### src/verilog/iop_consts.svh
`ifndef IOP_CONSTS_SVH
`define IOP_CONSTS_SVH

// number of ports and the widest port
`define IOP_NUM_PORTS        4
`define IOP_MAX_WIDTH        8
`define IOP_TOTAL_PINS       19

// port widths: first, third, fourth and sixth port
`define IOP_W_PORT1          1
`define IOP_W_PORT3          8
`define IOP_W_PORT4          6
`define IOP_W_PORT6          4

// output latch addresses (special function register space)
`define IOP_PORT1_DATA_ADDR  16'h0001
`define IOP_PORT3_DATA_ADDR  16'h0003
`define IOP_PORT4_DATA_ADDR  16'h0004
`define IOP_PORT6_DATA_ADDR  16'h0006

// direction control addresses
`define IOP_PORT1_DIR_ADDR   16'h000B
`define IOP_PORT3_DIR_ADDR   16'h1F89
`define IOP_PORT4_DIR_ADDR   16'h1F8A
`define IOP_PORT6_DIR_ADDR   16'h1F8C

// open-drain select addresses (third and fourth port only)
`define IOP_PORT3_OD_ADDR    16'h1F83
`define IOP_PORT4_OD_ADDR    16'h1F84

// reserved block at the top of the data buffer space
`define IOP_RSVD_LO          16'h1FCC
`define IOP_RSVD_HI          16'h1FFF

// reset values of latch, direction and open-drain select
`define IOP_LATCH_RESET      8'h00
`define IOP_DIR_RESET        8'h00
`define IOP_OD_RESET         8'h00

// ports that always read the pin level (bit n = port index n)
`define IOP_PROG_PORT_MASK   4'h8

`endif

### src/verilog/iop_pkg.sv
`default_nettype none

`include "iop_consts.svh"

package iop_pkg;

  // source of a port read as the executing instruction sees it
  typedef enum logic [2:0] {
    IOP_PLAIN,
    IOP_EXCHANGE,
    IOP_BIT_MODIFY,
    IOP_CARRY_BIT,
    IOP_ALU_IMM,
    IOP_ALU_IND,
    IOP_MASKED_XOR
  } iop_instr_t;

  typedef logic [7:0]  iop_byte_t;
  typedef logic [15:0] iop_addr_t;

endpackage : iop_pkg

`default_nettype wire

### src/verilog/iop_port.sv
`default_nettype none

`include "iop_consts.svh"

// one port: output latch, direction, open-drain select, pin synchroniser
module iop_port #(
  parameter int W     = 8,
  parameter bit HAS_OD = 1'b1
) (
  input  wire logic         clk_i,
  input  wire logic         rst_i,
  input  wire logic [W-1:0] pin_i,
  input  wire logic [7:0]   wdata_i,
  input  wire logic         wr_latch_i,
  input  wire logic         wr_dir_i,
  input  wire logic         wr_od_i,
  output logic      [W-1:0] latch_o,
  output logic      [W-1:0] dir_o,
  output logic      [W-1:0] od_o,
  output logic      [W-1:0] pin_lvl_o,
  output logic      [W-1:0] pin_out_o,
  output logic      [W-1:0] pin_oe_o
);
  import iop_pkg::*;

  typedef struct packed {
    logic [W-1:0] latch;
    logic [W-1:0] dir;
    logic [W-1:0] od;
    logic [W-1:0] meta;
    logic [W-1:0] lvl;
  } iop_port_state_t;

  iop_port_state_t st_q;
  iop_port_state_t st_d;

  // next-state: register writes and pin synchroniser
  always_comb begin
    st_d      = st_q;
    st_d.meta = pin_i;
    st_d.lvl  = st_q.meta;
    if (wr_latch_i) begin
      st_d.latch = wdata_i[W-1:0];
    end
    if (wr_dir_i) begin
      st_d.dir = wdata_i[W-1:0];
    end
    if (wr_od_i && HAS_OD) begin
      st_d.od = wdata_i[W-1:0];
    end
  end

  // state register
  always_ff @(posedge clk_i) begin
    if (rst_i) begin
      st_q.latch <= W'(`IOP_LATCH_RESET);
      st_q.dir   <= W'(`IOP_DIR_RESET);
      st_q.od    <= W'(`IOP_OD_RESET);
      st_q.meta  <= '0;
      st_q.lvl   <= '0;
    end else begin
      st_q <= st_d;
    end
  end

  // pin drivers: open-drain releases the pin for a one
  always_comb begin
    latch_o   = st_q.latch;
    dir_o     = st_q.dir;
    od_o      = st_q.od;
    pin_lvl_o = st_q.lvl;
    pin_out_o = st_q.latch;
    pin_oe_o  = st_q.dir & (~st_q.od | ~st_q.latch);
  end

endmodule : iop_port

`default_nettype wire

### src/verilog/iop_ports.sv
`default_nettype none

`include "iop_consts.svh"

// Overview of operation
// - output latch keeps driving written value
// - pin read returns the two-flop synchronised level, no latch
// - pins sampled in read-cycle state S1
// - latch written in write-cycle state S2
// - listed modify instructions read the latch
// - indirect ALU: source latch, pointer operand pin
// - programmable ports always read the pins
// - four ports, 19 pins: 1, 8, 6, 4
// - reset clears direction and output latch
// - open-drain select per bit, resets tri-state
module iop_ports (
  input  wire logic               CLOCK_I,
  input  wire logic               RST_I,
  input  wire iop_pkg::iop_addr_t ADDR_I,
  input  wire iop_pkg::iop_byte_t WDATA_I,
  input  wire logic               WR_I,
  input  wire logic               RD_I,
  input  wire logic               PHASE_S1_I,
  input  wire logic               PHASE_S2_I,
  input  wire iop_pkg::iop_instr_t INSTR_I,
  input  wire logic               IND_SIDE_I,
  output logic                    HIT_O,
  output iop_pkg::iop_byte_t      RDATA_O,
  output logic                    RVALID_O,
  input  wire logic [0:0]         P1_PIN_I,
  output logic      [0:0]         P1_OUT_O,
  output logic      [0:0]         P1_OE_O,
  input  wire logic [7:0]         P3_PIN_I,
  output logic      [7:0]         P3_OUT_O,
  output logic      [7:0]         P3_OE_O,
  input  wire logic [5:0]         P4_PIN_I,
  output logic      [5:0]         P4_OUT_O,
  output logic      [5:0]         P4_OE_O,
  input  wire logic [3:0]         P6_PIN_I,
  output logic      [3:0]         P6_OUT_O,
  output logic      [3:0]         P6_OE_O
);
  import iop_pkg::*;

  localparam int NP = `IOP_NUM_PORTS;
  // ports that never take the latch as read source
  localparam logic [NP-1:0] prog_port_mask = `IOP_PROG_PORT_MASK;

  // width of each port by index
  function automatic int port_width(input int idx);
    case (idx)
      0:       port_width = `IOP_W_PORT1;
      1:       port_width = `IOP_W_PORT3;
      2:       port_width = `IOP_W_PORT4;
      default: port_width = `IOP_W_PORT6;
    endcase
  endfunction : port_width

  // output latch address of each port
  function automatic iop_addr_t data_addr(input int idx);
    case (idx)
      0:       data_addr = `IOP_PORT1_DATA_ADDR;
      1:       data_addr = `IOP_PORT3_DATA_ADDR;
      2:       data_addr = `IOP_PORT4_DATA_ADDR;
      default: data_addr = `IOP_PORT6_DATA_ADDR;
    endcase
  endfunction : data_addr

  // direction control address of each port
  function automatic iop_addr_t dir_addr(input int idx);
    case (idx)
      0:       dir_addr = `IOP_PORT1_DIR_ADDR;
      1:       dir_addr = `IOP_PORT3_DIR_ADDR;
      2:       dir_addr = `IOP_PORT4_DIR_ADDR;
      default: dir_addr = `IOP_PORT6_DIR_ADDR;
    endcase
  endfunction : dir_addr

  // open-drain select address; only third and fourth port have one
  function automatic iop_addr_t od_addr(input int idx);
    case (idx)
      1:       od_addr = `IOP_PORT3_OD_ADDR;
      default: od_addr = `IOP_PORT4_OD_ADDR;
    endcase
  endfunction : od_addr

  function automatic bit has_od(input int idx);
    has_od = (idx == 1) || (idx == 2);
  endfunction : has_od

  typedef struct packed {
    iop_byte_t rdata;
    logic      rvalid;
  } iop_top_state_t;

  iop_top_state_t st_q;
  iop_top_state_t st_d;

  // padded per-port views of pins and register contents
  iop_byte_t pin_pad   [NP];
  iop_byte_t out_pad   [NP];
  iop_byte_t oe_pad    [NP];
  iop_byte_t latch_pad [NP];
  iop_byte_t dir_pad   [NP];
  iop_byte_t od_pad    [NP];
  iop_byte_t lvl_pad   [NP];

  logic [NP-1:0] hit_data;
  logic [NP-1:0] hit_dir;
  logic [NP-1:0] hit_od;
  logic          wr_en;
  logic          rd_en;
  logic          want_latch;

  assign wr_en = WR_I & PHASE_S2_I;
  assign rd_en = RD_I & PHASE_S1_I;

  // map the four pin groups into the padded arrays
  assign pin_pad[0] = {7'h00, P1_PIN_I};
  assign pin_pad[1] = P3_PIN_I;
  assign pin_pad[2] = {2'h0, P4_PIN_I};
  assign pin_pad[3] = {4'h0, P6_PIN_I};

  // pin drivers back out to the port groups
  assign P1_OUT_O = out_pad[0][0:0];
  assign P1_OE_O  = oe_pad[0][0:0];
  assign P3_OUT_O = out_pad[1];
  assign P3_OE_O  = oe_pad[1];
  assign P4_OUT_O = out_pad[2][5:0];
  assign P4_OE_O  = oe_pad[2][5:0];
  assign P6_OUT_O = out_pad[3][3:0];
  assign P6_OE_O  = oe_pad[3][3:0];

  // four ports of 1, 8, 6 and 4 pins
  genvar g;
  generate
    for (g = 0; g < NP; g++) begin : g_port
      localparam int W = port_width(g);
      localparam bit O = has_od(g);

      logic [W-1:0] latch_w;
      logic [W-1:0] dir_w;
      logic [W-1:0] od_w;
      logic [W-1:0] lvl_w;
      logic [W-1:0] out_w;
      logic [W-1:0] oe_w;

      // address decode for this port
      assign hit_data[g] = (ADDR_I == data_addr(g));
      assign hit_dir[g]  = (ADDR_I == dir_addr(g));
      assign hit_od[g]   = O && (ADDR_I == od_addr(g));

      iop_port #(
        .W      (W),
        .HAS_OD (O)
      ) u_port (
        .clk_i      (CLOCK_I),
        .rst_i      (RST_I),
        .pin_i      (pin_pad[g][W-1:0]),
        .wdata_i    (WDATA_I),
        .wr_latch_i (wr_en & hit_data[g]),
        .wr_dir_i   (wr_en & hit_dir[g]),
        .wr_od_i    (wr_en & hit_od[g]),
        .latch_o    (latch_w),
        .dir_o      (dir_w),
        .od_o       (od_w),
        .pin_lvl_o  (lvl_w),
        .pin_out_o  (out_w),
        .pin_oe_o   (oe_w)
      );

      // zero-extend each view to a byte; unused bits read as zero
      assign latch_pad[g] = 8'(latch_w);
      assign dir_pad[g]   = 8'(dir_w);
      assign od_pad[g]    = 8'(od_w);
      assign lvl_pad[g]   = 8'(lvl_w);
      assign out_pad[g]   = 8'(out_w);
      assign oe_pad[g]    = 8'(oe_w);
    end
  endgenerate

  // instruction class decides latch or pin as read source
  always_comb begin
    case (INSTR_I)
      IOP_EXCHANGE,
      IOP_BIT_MODIFY,
      IOP_CARRY_BIT,
      IOP_ALU_IMM,
      IOP_MASKED_XOR: want_latch = 1'b1;
      // source side latch, pointer side pin
      IOP_ALU_IND:    want_latch = ~IND_SIDE_I;
      default:        want_latch = 1'b0;
    endcase
  end

  // address hit: reserved block and unmapped addresses give no hit
  assign HIT_O = |{hit_data, hit_dir, hit_od};

  // read mux and read data register
  always_comb begin
    st_d        = st_q;
    st_d.rvalid = 1'b0;
    if (rd_en) begin
      st_d.rvalid = 1'b1;
      st_d.rdata  = 8'h00;
      for (int i = 0; i < NP; i++) begin
        if (hit_data[i]) begin
          if (want_latch && !prog_port_mask[i]) begin
            st_d.rdata = latch_pad[i];
          end else begin
            st_d.rdata = lvl_pad[i];
          end
        end else if (hit_dir[i]) begin
          st_d.rdata = dir_pad[i];
        end else if (hit_od[i]) begin
          st_d.rdata = od_pad[i];
        end
      end
    end
  end

  // read data register
  always_ff @(posedge CLOCK_I) begin
    if (RST_I) begin
      st_q.rdata  <= 8'h00;
      st_q.rvalid <= 1'b0;
    end else begin
      st_q <= st_d;
    end
  end

  assign RDATA_O  = st_q.rdata;
  assign RVALID_O = st_q.rvalid;

endmodule : iop_ports

`default_nettype wire
### config.mk
export PLATFORM = sky130hd
export DESIGN_NAME = iop_ports
export DESIGN_NICKNAME = d
export VERILOG_FILES = /design/src/verilog/iop_pkg.sv /design/src/verilog/iop_port.sv /design/src/verilog/iop_ports.sv
export VERILOG_INCLUDE_DIRS = /design/src /design/src/verilog
export SDC_FILE = /design/constraint.sdc
export NUM_CORES = 1
export LEC_CHECK = 0
export BUFFER_PORTS_ARGS = -buffer_cell sky130_fd_sc_hd__buf_2
export CAP_MARGIN = 15
export CORE_MARGIN = 4
export CORE_UTILIZATION = 40
export DETAILED_ROUTE_END_ITERATION = 6
export HOLD_SLACK_MARGIN = 0.05
export PLACE_DENSITY_LB_ADDON = 0.05
export SLEW_MARGIN = 10
export SYNTH_ARGS = -nofsm -noshare
export SYNTH_HDL_FRONTEND = slang
export SYNTH_HIERARCHICAL = 1
export SYNTH_SLANG_ARGS = --single-unit
### constraint.sdc
create_clock -name CLOCK_I -period 4.52 [get_ports CLOCK_I]
set_clock_uncertainty 0.2 [all_clocks]
set_input_delay 0.452 -clock CLOCK_I [delete_from_list [all_inputs] [get_ports CLOCK_I]]
set_output_delay 0.452 -clock CLOCK_I [all_outputs]
set_load 0.05 [all_outputs]
==> results of run 1 <==
==> through the flow <==
step / utilization, % / cells / setup WS, ns / total power, mW / hold WS, ns
after floorplan: - / 513 / 1.59 / 0.988 / 0.211
after global placement: 44.0 / 710 / 1.21 / 1.04 / 0.218
after detailed placement: 44.0 / 710 / 1.15 / 1.04 / 0.224
after CTS: 46.8 / 726 / 1.24 / 1.84 / 0.0995
after global routing: 46.8 / 726 / 1.12 / 1.88 / 0.101
final: 46.8 / 726 / 1.20 / 1.82 / 0.112
==> sequential cells by signal, summed over array words and instances (netlist names) <==
signal	flops
RDATA_O	8
g_port.u_port/od_o	14
g_port.u_port/latch_o	19
g_port.u_port/st_d	19
g_port.u_port/dir_o	19
g_port.u_port/pin_lvl_o	19
RVALID_O	1
==> metal layers <==
layer / up-vias / share of wire [%] / track usage, %
li1: 1902 / - / -
met1: 1780 / 47 / 27.8
met2: 147 / 43 / 29.9
met3: 18 / 7.5 / 3.45
met4: 0 / 2.4 / 8.43
met5: - / 0 / 0
==> cell type report <==
class	instances	share of cell area, %
clock inverters	4	0.894
multi-input cells	351	42.4
inverters	10	0.706
repair buffers	107	10.4
well taps	143	3.36
clock buffers	12	5.01
flip-flops and latches	99	37.3
==> worst register-to-register path: cells and delay by family (launching register included) <==
family | cells | cell delay [ns]
and+or+nand+nor | 1 | 0.08
DFF | 1 | 0.45
AOI/OAI and AO/OA | 5 | 1.04
==> how the worst max path moves through the flow <==
stage                                             endpoint  startpoint  cells after the start
floorplan                                            HIT_O   ADDR_I[2]                      7
global placement    g_port[1].u_port/dir_o[7]$_SDFFE_PP0P_  ADDR_I[15]                      6
detailed placement  g_port[1].u_port/dir_o[0]$_SDFFE_PP0P_   ADDR_I[2]                      6
CTS                                                  HIT_O  ADDR_I[15]                      7
global route                                         HIT_O   ADDR_I[3]                      8
finish                                               HIT_O  ADDR_I[15]                      7
==> power breakdown <==
part           switching [mW]  internal (mW)  total, mW
registers             0.00614          0.890      0.896
clock network           0.327          0.473      0.799
logic                  0.0799         0.0493      0.129
total                   0.413           1.41       1.82
==> impl_metrics.csv, run 1 <==
group,metric,value,unit
clocking,cts_resized,0,
min_path,min_path_cells,2,
clocking,cts_setup_buffers,0,
placed_design,gp_congestion,0.880,
global_routing,grt_pass1_wl,20100,um
timing,timing.slew.headroom,27.7,%
layout,drive_above_1_share,23.0,%
detailed_routing,vias_per_cell,5.30,
floorplanning,die_area,13400,um^2
floorplanning,io_pins,101,
timing,worst_pin_slew,1.08,ns
clocking,cts_sinks,99,
floorplanning,num_rows,39,
clocking,htree_levels,3,
global_routing,grt_overflow,0,
timing,tns,0,ns
min_path,worstHoldPathType,"input pin to flip-flop",
placed_design,dp_hpwl,9610,um
power,power_density,343,nW/um^2
setup_path,cp.required,3.87,ns
floorplanning,core,11400,um^2
min_path,whs_endpoint,"g_port[3].u_port/st_d[3]$_SDFF_PP0_",
setup_path,crit_type,"input pin to output port",
timing,layout_min_cycle_time,3.32,ns
setup_path,r2r_slack,2.66,ns
setup_path,path_cells,"buf_2 > or4b_1 > or4_1 > nand2_1 > nor4b_1 > nand2_1 > buf_2",
clocking,ctsHoldBuffers,0,
clocking,cts_tree,"yes",
layout,final_nets,631,
logic_synthesis,syn_area,4640,um^2
global_routing,grt_max_degree,61,
layout,multi_input_area,2250,um^2
job,maxCapViolations,0,
setup_path,r2r-end,"RDATA_O[4]$_SDFFE_PP0P_",
detailed_routing,avgRoutedWirePerCell,17.8,um
logic_synthesis,synthCells,513,
power,p_leak,2.10,nW
floorplanning,die_x,116,um
logic_synthesis,yosys_warnings,6,
detailed_routing,drcViolationCount,0,
detailed_routing,routed_wl,12900,um
setup_path,critical_path.slowest_cell,"or4_1",
timing,finalMaxSlewViolations,0,
global_routing,grt_pass1_vias,3748,
clocking,cts.path.max_buffers,2,
layout,fillerInstances,1161,
layout,num_antenna_cells,0,
layout,final_cell_mix,"100 x buf_2, 99 x dfxtp_1, 78 x nor2_1, 57 x mux2i_1, 38 x nor2b_1",
layout,syn_to_final_growth,14.6,%
timing,post-route-period-util,73.5,%
global_routing,grtUsageTotal,19.8,%
global_routing,grt_antenna_before_repair,0,
detailed_routing,drtIter0Drc,320,
setup_path,crit_family,"simple AND/OR/NAND/NOR gates",
setup_path,reg2reg_depth,6,
setup_path,max_stage_delay,0.76,ns
setup_path,endpoint_kind,"output port",
clocking,root_buffer,"clkbuf_16",
detailed_routing,antenna_left,0,
power,vdd_ir_drop_max,0.212,mV
run_status,status,"finished clean",
placed_design,io_buffer_count,100,
clocking,clk_latency,0.35,ns
setup_path,critical_path_buf_inv_count,2,
timing,rsz0062_at_grt,"false",
setup_path,worstSetupStartpointType,"input pin",
min_path,min-delay-start,"P6_PIN_I[3]",
timing,max_freq,0.301,GHz
layout,register_area,1980,um^2
layout,finalInstanceArea,5320,um^2
timing,hold_viol_final,0,
floorplanning,initial_core_util,40.8,%
timing,finalSetupViolCount,0,
detailed_routing,first_pass_iters,5,
layout,final_common_cell,"buf_2",
detailed_routing,vias,3847,
clocking,cts_buffers,9,
setup_path,cp_max_fo,14,
logic_synthesis,avgSynthCellArea,9.05,um^2
logic_synthesis,synth.net_count,566,
floorplanning,die_h,116,um
setup_path,cp_data_arrival_time,2.67,ns
placed_design,postPlaceCellArea,5000,um^2
clocking,path_clk_slew,0.06,ns
setup_path,r2r_start,"g_port[1].u_port/latch_o[4]$_SDFFE_PP0P_",
No activity file was read; power rests on OpenSTA's default activity.
==> run 2: changes to the inputs <==
==> constraint.sdc (replaced) <==
create_clock -name CLOCK_I -period 3.45 [get_ports CLOCK_I]
set_clock_uncertainty 0.2 [all_clocks]
set_input_delay 0.345 -clock CLOCK_I [delete_from_list [all_inputs] [get_ports CLOCK_I]]
set_output_delay 0.345 -clock CLOCK_I [all_outputs]
set_load 0.05 [all_outputs]
==> run 2 against run 1 <==
Compared with the run above:
- hold slack got worse by 0.047 ns
- clock-buffer cell count is 1 lower
- clock power is 26% higher
- worst setup slack worse by 0.65 ns
==> impl_metrics.csv, run 2 (same netlist as run 1, synthesis figures left out) <==
group,metric,value,unit
run_status,status,"finished clean",
setup_path,crit_type,"input pin to output port",
timing,layout_min_cycle_time,2.91,ns
setup_path,endpoint_kind,"output port",
setup_path,cp.required,2.90,ns
global_routing,grt_overflow,0,
setup_path,r2r_slack,1.70,ns
layout,final_cell_mix,"100 x buf_2, 99 x dfxtp_1, 78 x nor2_1, 57 x mux2i_1, 38 x nor2b_1",
global_routing,grt_pass1_wl,20200,um
setup_path,critical_path_buf_inv_count,2,
job,maxCapViolations,0,
timing,worst_pin_slew,0.650,ns
layout,num_antenna_cells,0,
clocking,clk_latency,0.35,ns
clocking,cts_sinks,99,
setup_path,critical_path.slowest_cell,"or4_4",
min_path,min_path_cells,3,
clocking,path_clk_slew,0.06,ns
power,vdd_ir_drop_max,0.299,mV
timing,finalSetupViolCount,0,
min_path,whs_endpoint,"g_port[1].u_port/latch_o[6]$_SDFFE_PP0P_",
setup_path,cp_data_arrival_time,2.36,ns
clocking,root_buffer,"clkbuf_16",
power,total_power,2.37,mW
detailed_routing,routed_wl,13000,um
floorplanning,die_x,116,um
floorplanning,core,11400,um^2
global_routing,grt_antenna_before_repair,0,
setup_path,r2r-end,"RDATA_O[5]$_SDFFE_PP0P_",
placed_design,gp_congestion,0.873,
min_path,worstHoldPathType,"input pin to flip-flop",
timing,finalMaxSlewViolations,0,
timing,hold_viol_final,0,
setup_path,max_stage_delay,0.56,ns
layout,syn_to_final_growth,19.7,%
floorplanning,num_rows,39,
setup_path,crit_start,"ADDR_I[3]",
placed_design,io_buffer_count,100,
detailed_routing,drtIter0Drc,273,
detailed_routing,antenna_left,0,
floorplanning,initial_core_util,40.8,%
layout,fin_cells,754,
power,swShare,23.2,%
global_routing,grtUsageTotal,20.1,%
timing,tns,0,ns
placed_design,postPlaceCellArea,5070,um^2
power,p_clk_share,42.6,%
setup_path,cp_max_fo,7,
clocking,cts.path.max_buffers,2,
clocking,htree_levels,3,
detailed_routing,avgRoutedWirePerCell,17.3,um
detailed_routing,first_pass_iters,4,
power,p_switching,0.550,mW
min_path,min-delay-start,"WDATA_I[6]",
setup_path,path_cells,"buf_2 > or4_4 > or2_4 > or3_1 > and2_1 > nand2_1 > buf_2",
floorplanning,die_h,116,um
layout,finalInstanceArea,5560,um^2
setup_path,worstSetupStartpointType,"input pin",
clocking,cts_buffers,9,
detailed_routing,drcViolationCount,0,
power,seqPwrFrac,49.4,%
clocking,cts_setup_buffers,0,
power,p_leak,2.22,nW
setup_path,crit_family,"simple AND/OR/NAND/NOR gates",
timing,rsz0062_at_grt,"false",
detailed_routing,vias_per_cell,5.18,
power,power_density,427,nW/um^2
floorplanning,io_pins,101,
global_routing,grt_max_degree,38,
timing,hold_ws,0.0642,ns
layout,drive_above_1_share,23.2,%
floorplanning,die_area,13400,um^2
setup_path,reg2reg_depth,6,
power,p_comb_share,7.9,%
power,p_int,1.82,mW
placed_design,placed_cells_incl_taps,719,
timing,post-route-period-util,84.3,%
layout,final_nets,659,
setup_path,r2r_start,"g_port[1].u_port/latch_o[5]$_SDFFE_PP0P_",
timing,max_freq,0.344,GHz
setup_path,cp_common_cell,"buf_2",
timing,timing.slew.headroom,56.7,%
placed_design,dp_hpwl,9840,um
detailed_routing,vias,3906,
global_routing,grt_pass1_vias,3656,
layout,final_common_cell,"buf_2",
clocking,cts_tree,"yes",
==> run 2: layer usage <==
metal	track usage, %	wire length, um
met2	29.2	5560
met1	28.7	6350
met4	8.58	326
met3	4.49	817
met5	0	0
==> run 2: final cells by class <==
| class | instances | area, um^2 |
|---|---|---|
| inverters | 10 | 37.5 |
| flip-flops and latches | 99 | 1980 |
| fillers | 1129 | 5810 |
| well taps | 143 | 179 |
| repair buffers | 135 | 811 |
| clock buffers | 11 | 243 |
| multi-input cells | 351 | 2250 |
| clock inverters | 5 | 52.6 |
==> run 2: worst register-to-register path: stages, from the launching register on <==
cell      delay [ns]
dfxtp_1         0.47
nor2b_1         0.08
o21bai_1        0.15
o221ai_1        0.19
o21ai_0         0.26
a221oi_1        0.13
o21ai_0         0.18
==> run 2: power by group through the flow <==
stage | Clock (mW) | Combinational (mW) | Sequential, mW
after detailed placement | 0 | 0.171 | 1.20
after CTS | 1.04 | 0.188 | 1.17
after global placement | 0 | 0.169 | 1.20
after global routing | 1.09 | 0.208 | 1.18
after floorplan | 0 | 0.0858 | 1.21
final | 1.01 | 0.188 | 1.17
==> run 2: how the worst max path moves through the flow <==
stage                        to  slack, ns  cells past startpoint
after global placement    HIT_O       0.57                      7
after floorplan           HIT_O       0.74                      7
final                     HIT_O       0.54                      7
after global routing      HIT_O       0.37                      8
after CTS                 HIT_O       0.55                      7
after detailed placement  HIT_O       0.56                      7
==> run 2: stage by stage <==
step / worst slack [ns] / utilization, %
detailed placement: 0.563 / 44.6
CTS: 0.551 / 48.9
global route: 0.375 / 48.9
global placement: 0.567 / 44.6
finish: 0.543 / 48.9
floorplan: 0.736 / -
==> run 2: timing repair <==
action,4_1_cts,5_1_grt
endpoints found under the hold margin,19,0
gates resized for setup,0,0
hold buffers,19,0
==> run 3: changes to the inputs <==
==> constraint.sdc (replaced) <==
create_clock -name CLOCK_I -period 2.48 [get_ports CLOCK_I]
set_clock_uncertainty 0.2 [all_clocks]
set_input_delay 0.248 -clock CLOCK_I [delete_from_list [all_inputs] [get_ports CLOCK_I]]
set_output_delay 0.248 -clock CLOCK_I [all_outputs]
set_load 0.05 [all_outputs]
==> run 3 against run 2 <==
Compared with the run above:
- global-route usage up 1.1 points
- register-to-register slack worse by 1.0 ns
- critical path depth unchanged
- non-clock buffer count up 32
- critical endpoint unchanged
- largest cell class unchanged
- highest routed layer unchanged
==> impl_metrics.csv, run 3 (same netlist as run 1, synthesis figures left out) <==
group,metric,value,unit
timing,finalMaxSlewViolations,0,
layout,num_antenna_cells,0,
floorplanning,core,11400,um^2
clocking,cts.path.max_buffers,2,
layout,final_nets,691,
timing,max_freq,0.409,GHz
layout,fillerInstances,1114,
detailed_routing,first_pass_iters,5,
floorplanning,die_x,116,um
power,vdd_ir_drop_max,0.383,mV
global_routing,grt_max_degree,38,
detailed_routing,routed_wl,13600,um
min_path,min-delay-start,"WDATA_I[5]",
layout,multi_input_area,2330,um^2
floorplanning,io_pins,101,
min_path,whs_endpoint,"g_port[1].u_port/latch_o[5]$_SDFFE_PP0P_",
layout,final_common_cell,"dfxtp_1",
detailed_routing,drtIter0Drc,215,
detailed_routing,vias_per_cell,5.20,
placed_design,place_ws,-0.143,ns
clocking,cts_sinks,99,
placed_design,postPlaceCellArea,5300,um^2
global_routing,grt_pass1_vias,3922,
global_routing,grt_antenna_before_repair,0,
global_routing,grt_overflow,0,
layout,finalInstanceArea,5910,um^2
setup_path,r2r_start,"g_port[1].u_port/latch_o[4]$_SDFFE_PP0P_",
clocking,htree_levels,3,
placed_design,gp_congestion,0.867,
clocking,path_clk_slew,0.07,ns
setup_path,cp.required,2.03,ns
clocking,cts_setup_buffers,0,
global_routing,grtUsageTotal,21.2,%
timing,hold_viol_final,0,
timing,worst_pin_slew,0.441,ns
layout,syn_to_final_growth,27.4,%
timing,rsz0062_at_grt,"false",
timing,layout_min_cycle_time,2.44,ns
setup_path,crit_type,"input pin to output port",
detailed_routing,vias,4086,
layout,final_cell_mix,"99 x dfxtp_1, 97 x buf_2, 78 x nor2_1, 57 x mux2i_1, 45 x buf_4",
timing,finalSetupViolCount,0,
detailed_routing,avgRoutedWirePerCell,17.3,um
setup_path,reg2reg_depth,7,
setup_path,cp_data_arrival_time,2.00,ns
job,maxCapViolations,0,
clocking,clk_latency,0.34,ns
floorplanning,die_area,13400,um^2
setup_path,cp_max_fo,4,
power,p_leak,2.41,nW
layout,register_area,1980,um^2
timing,timing.slew.headroom,70.6,%
min_path,min_path_cells,3,
detailed_routing,antenna_left,0,
setup_path,worstSetupStartpointType,"input pin",
setup_path,r2r-end,"RDATA_O[4]$_SDFFE_PP0P_",
timing,post-route-period-util,98.5,%
floorplanning,die_h,116,um
clocking,cts_buffers,9,
clocking,root_buffer,"clkbuf_16",
layout,fin_cells,786,
timing,finalWorstSetupSlack,0.0360,ns
placed_design,placed_cells_incl_taps,749,
power,power_density,569,nW/um^2
detailed_routing,drcViolationCount,0,
placed_design,dp_hpwl,10300,um
setup_path,endpoint_kind,"output port",
layout,drive_above_1_share,28.5,%
placed_design,io_buffer_count,100,
floorplanning,num_rows,39,
global_routing,grt_pass1_wl,21700,um
setup_path,r2r_slack,0.69,ns
min_path,worstHoldPathType,"input pin to flip-flop",
floorplanning,initial_core_util,40.8,%
clocking,cts_tree,"yes",
run_status,status,"finished clean",
==> run 3: power breakdown <==
group	switching (mW)	leakage, nW	internal (mW)
clock	0.608	0.153	0.836
sequential	0.0120	0.806	1.62
combinational	0.156	1.45	0.129
total	0.777	2.41	2.59
==> run 3: final cells by class <==
cell class                 count  share of cell area [%]
sequential                    99                    33.5
clock inverter                 4                   0.825
timing repair buffer         167                    18.3
inverter                      10                   0.635
clock buffer                  12                    4.34
multi-input combinational    351                    39.4
tap                          143                    3.03
==> run 3: what timing repair did <==
| item | CTS | global route |
|---|---|---|
| hold buffers | 21 | 0 |
| endpoints found under the setup margin | 1 | 1 |
| resized for setup | 9 | 11 |
| hold endpoints to repair | 25 | 0 |
| pin swaps | 3 | 1 |
==> run 3: stage by stage <==
stage | total power [mW] | hold slack, ns | util [%] | TNS [ns]
finish | 3.36 | 0.0528 | 52.0 | 0
global route | 3.49 | 0.0681 | 52.0 | 0
CTS | 3.39 | 0.0512 | 51.5 | 0
detailed placement | 1.92 | 0.219 | 46.6 | -1.21
global placement | 1.92 | 0.220 | 46.6 | -0.895
floorplan | 1.80 | 0.120 | - | 0
==> run 3: how the worst max path moves through the flow <==
stage                           from                       to  slack (ns)  cells after the start
final                     ADDR_I[13]                    HIT_O        0.04                      7
after global routing      ADDR_I[13]                    HIT_O      0.0009                      7
after CTS                 ADDR_I[13]                    HIT_O       0.005                      7
after detailed placement   ADDR_I[2]  RDATA_O[3]$_SDFFE_PP0P_       -0.14                      7
after global placement     ADDR_I[3]                    HIT_O       -0.11                      7
after floorplan            ADDR_I[3]  RDATA_O[0]$_SDFFE_PP0P_        0.08                      6
==> run 3: worst max-delay path: stages <==
cell and delay [ns]:
buf_6 0.09, or4_4 0.56, or2_4 0.27, or4_4 0.44, nor4b_4 0.15, nand2_2 0.09, buf_8 0.15
==> run 3: routing by layer <==
metal | wire length, um | vias up | GRT usage [%]
met3 | 827 | 10 | 4.07
met2 | 6060 | 113 | 32.8
met4 | 156 | 0 | 6.34
li1 | - | 2030 | -
met5 | 0 | - | 0
met1 | 6560 | 1933 | 30.1
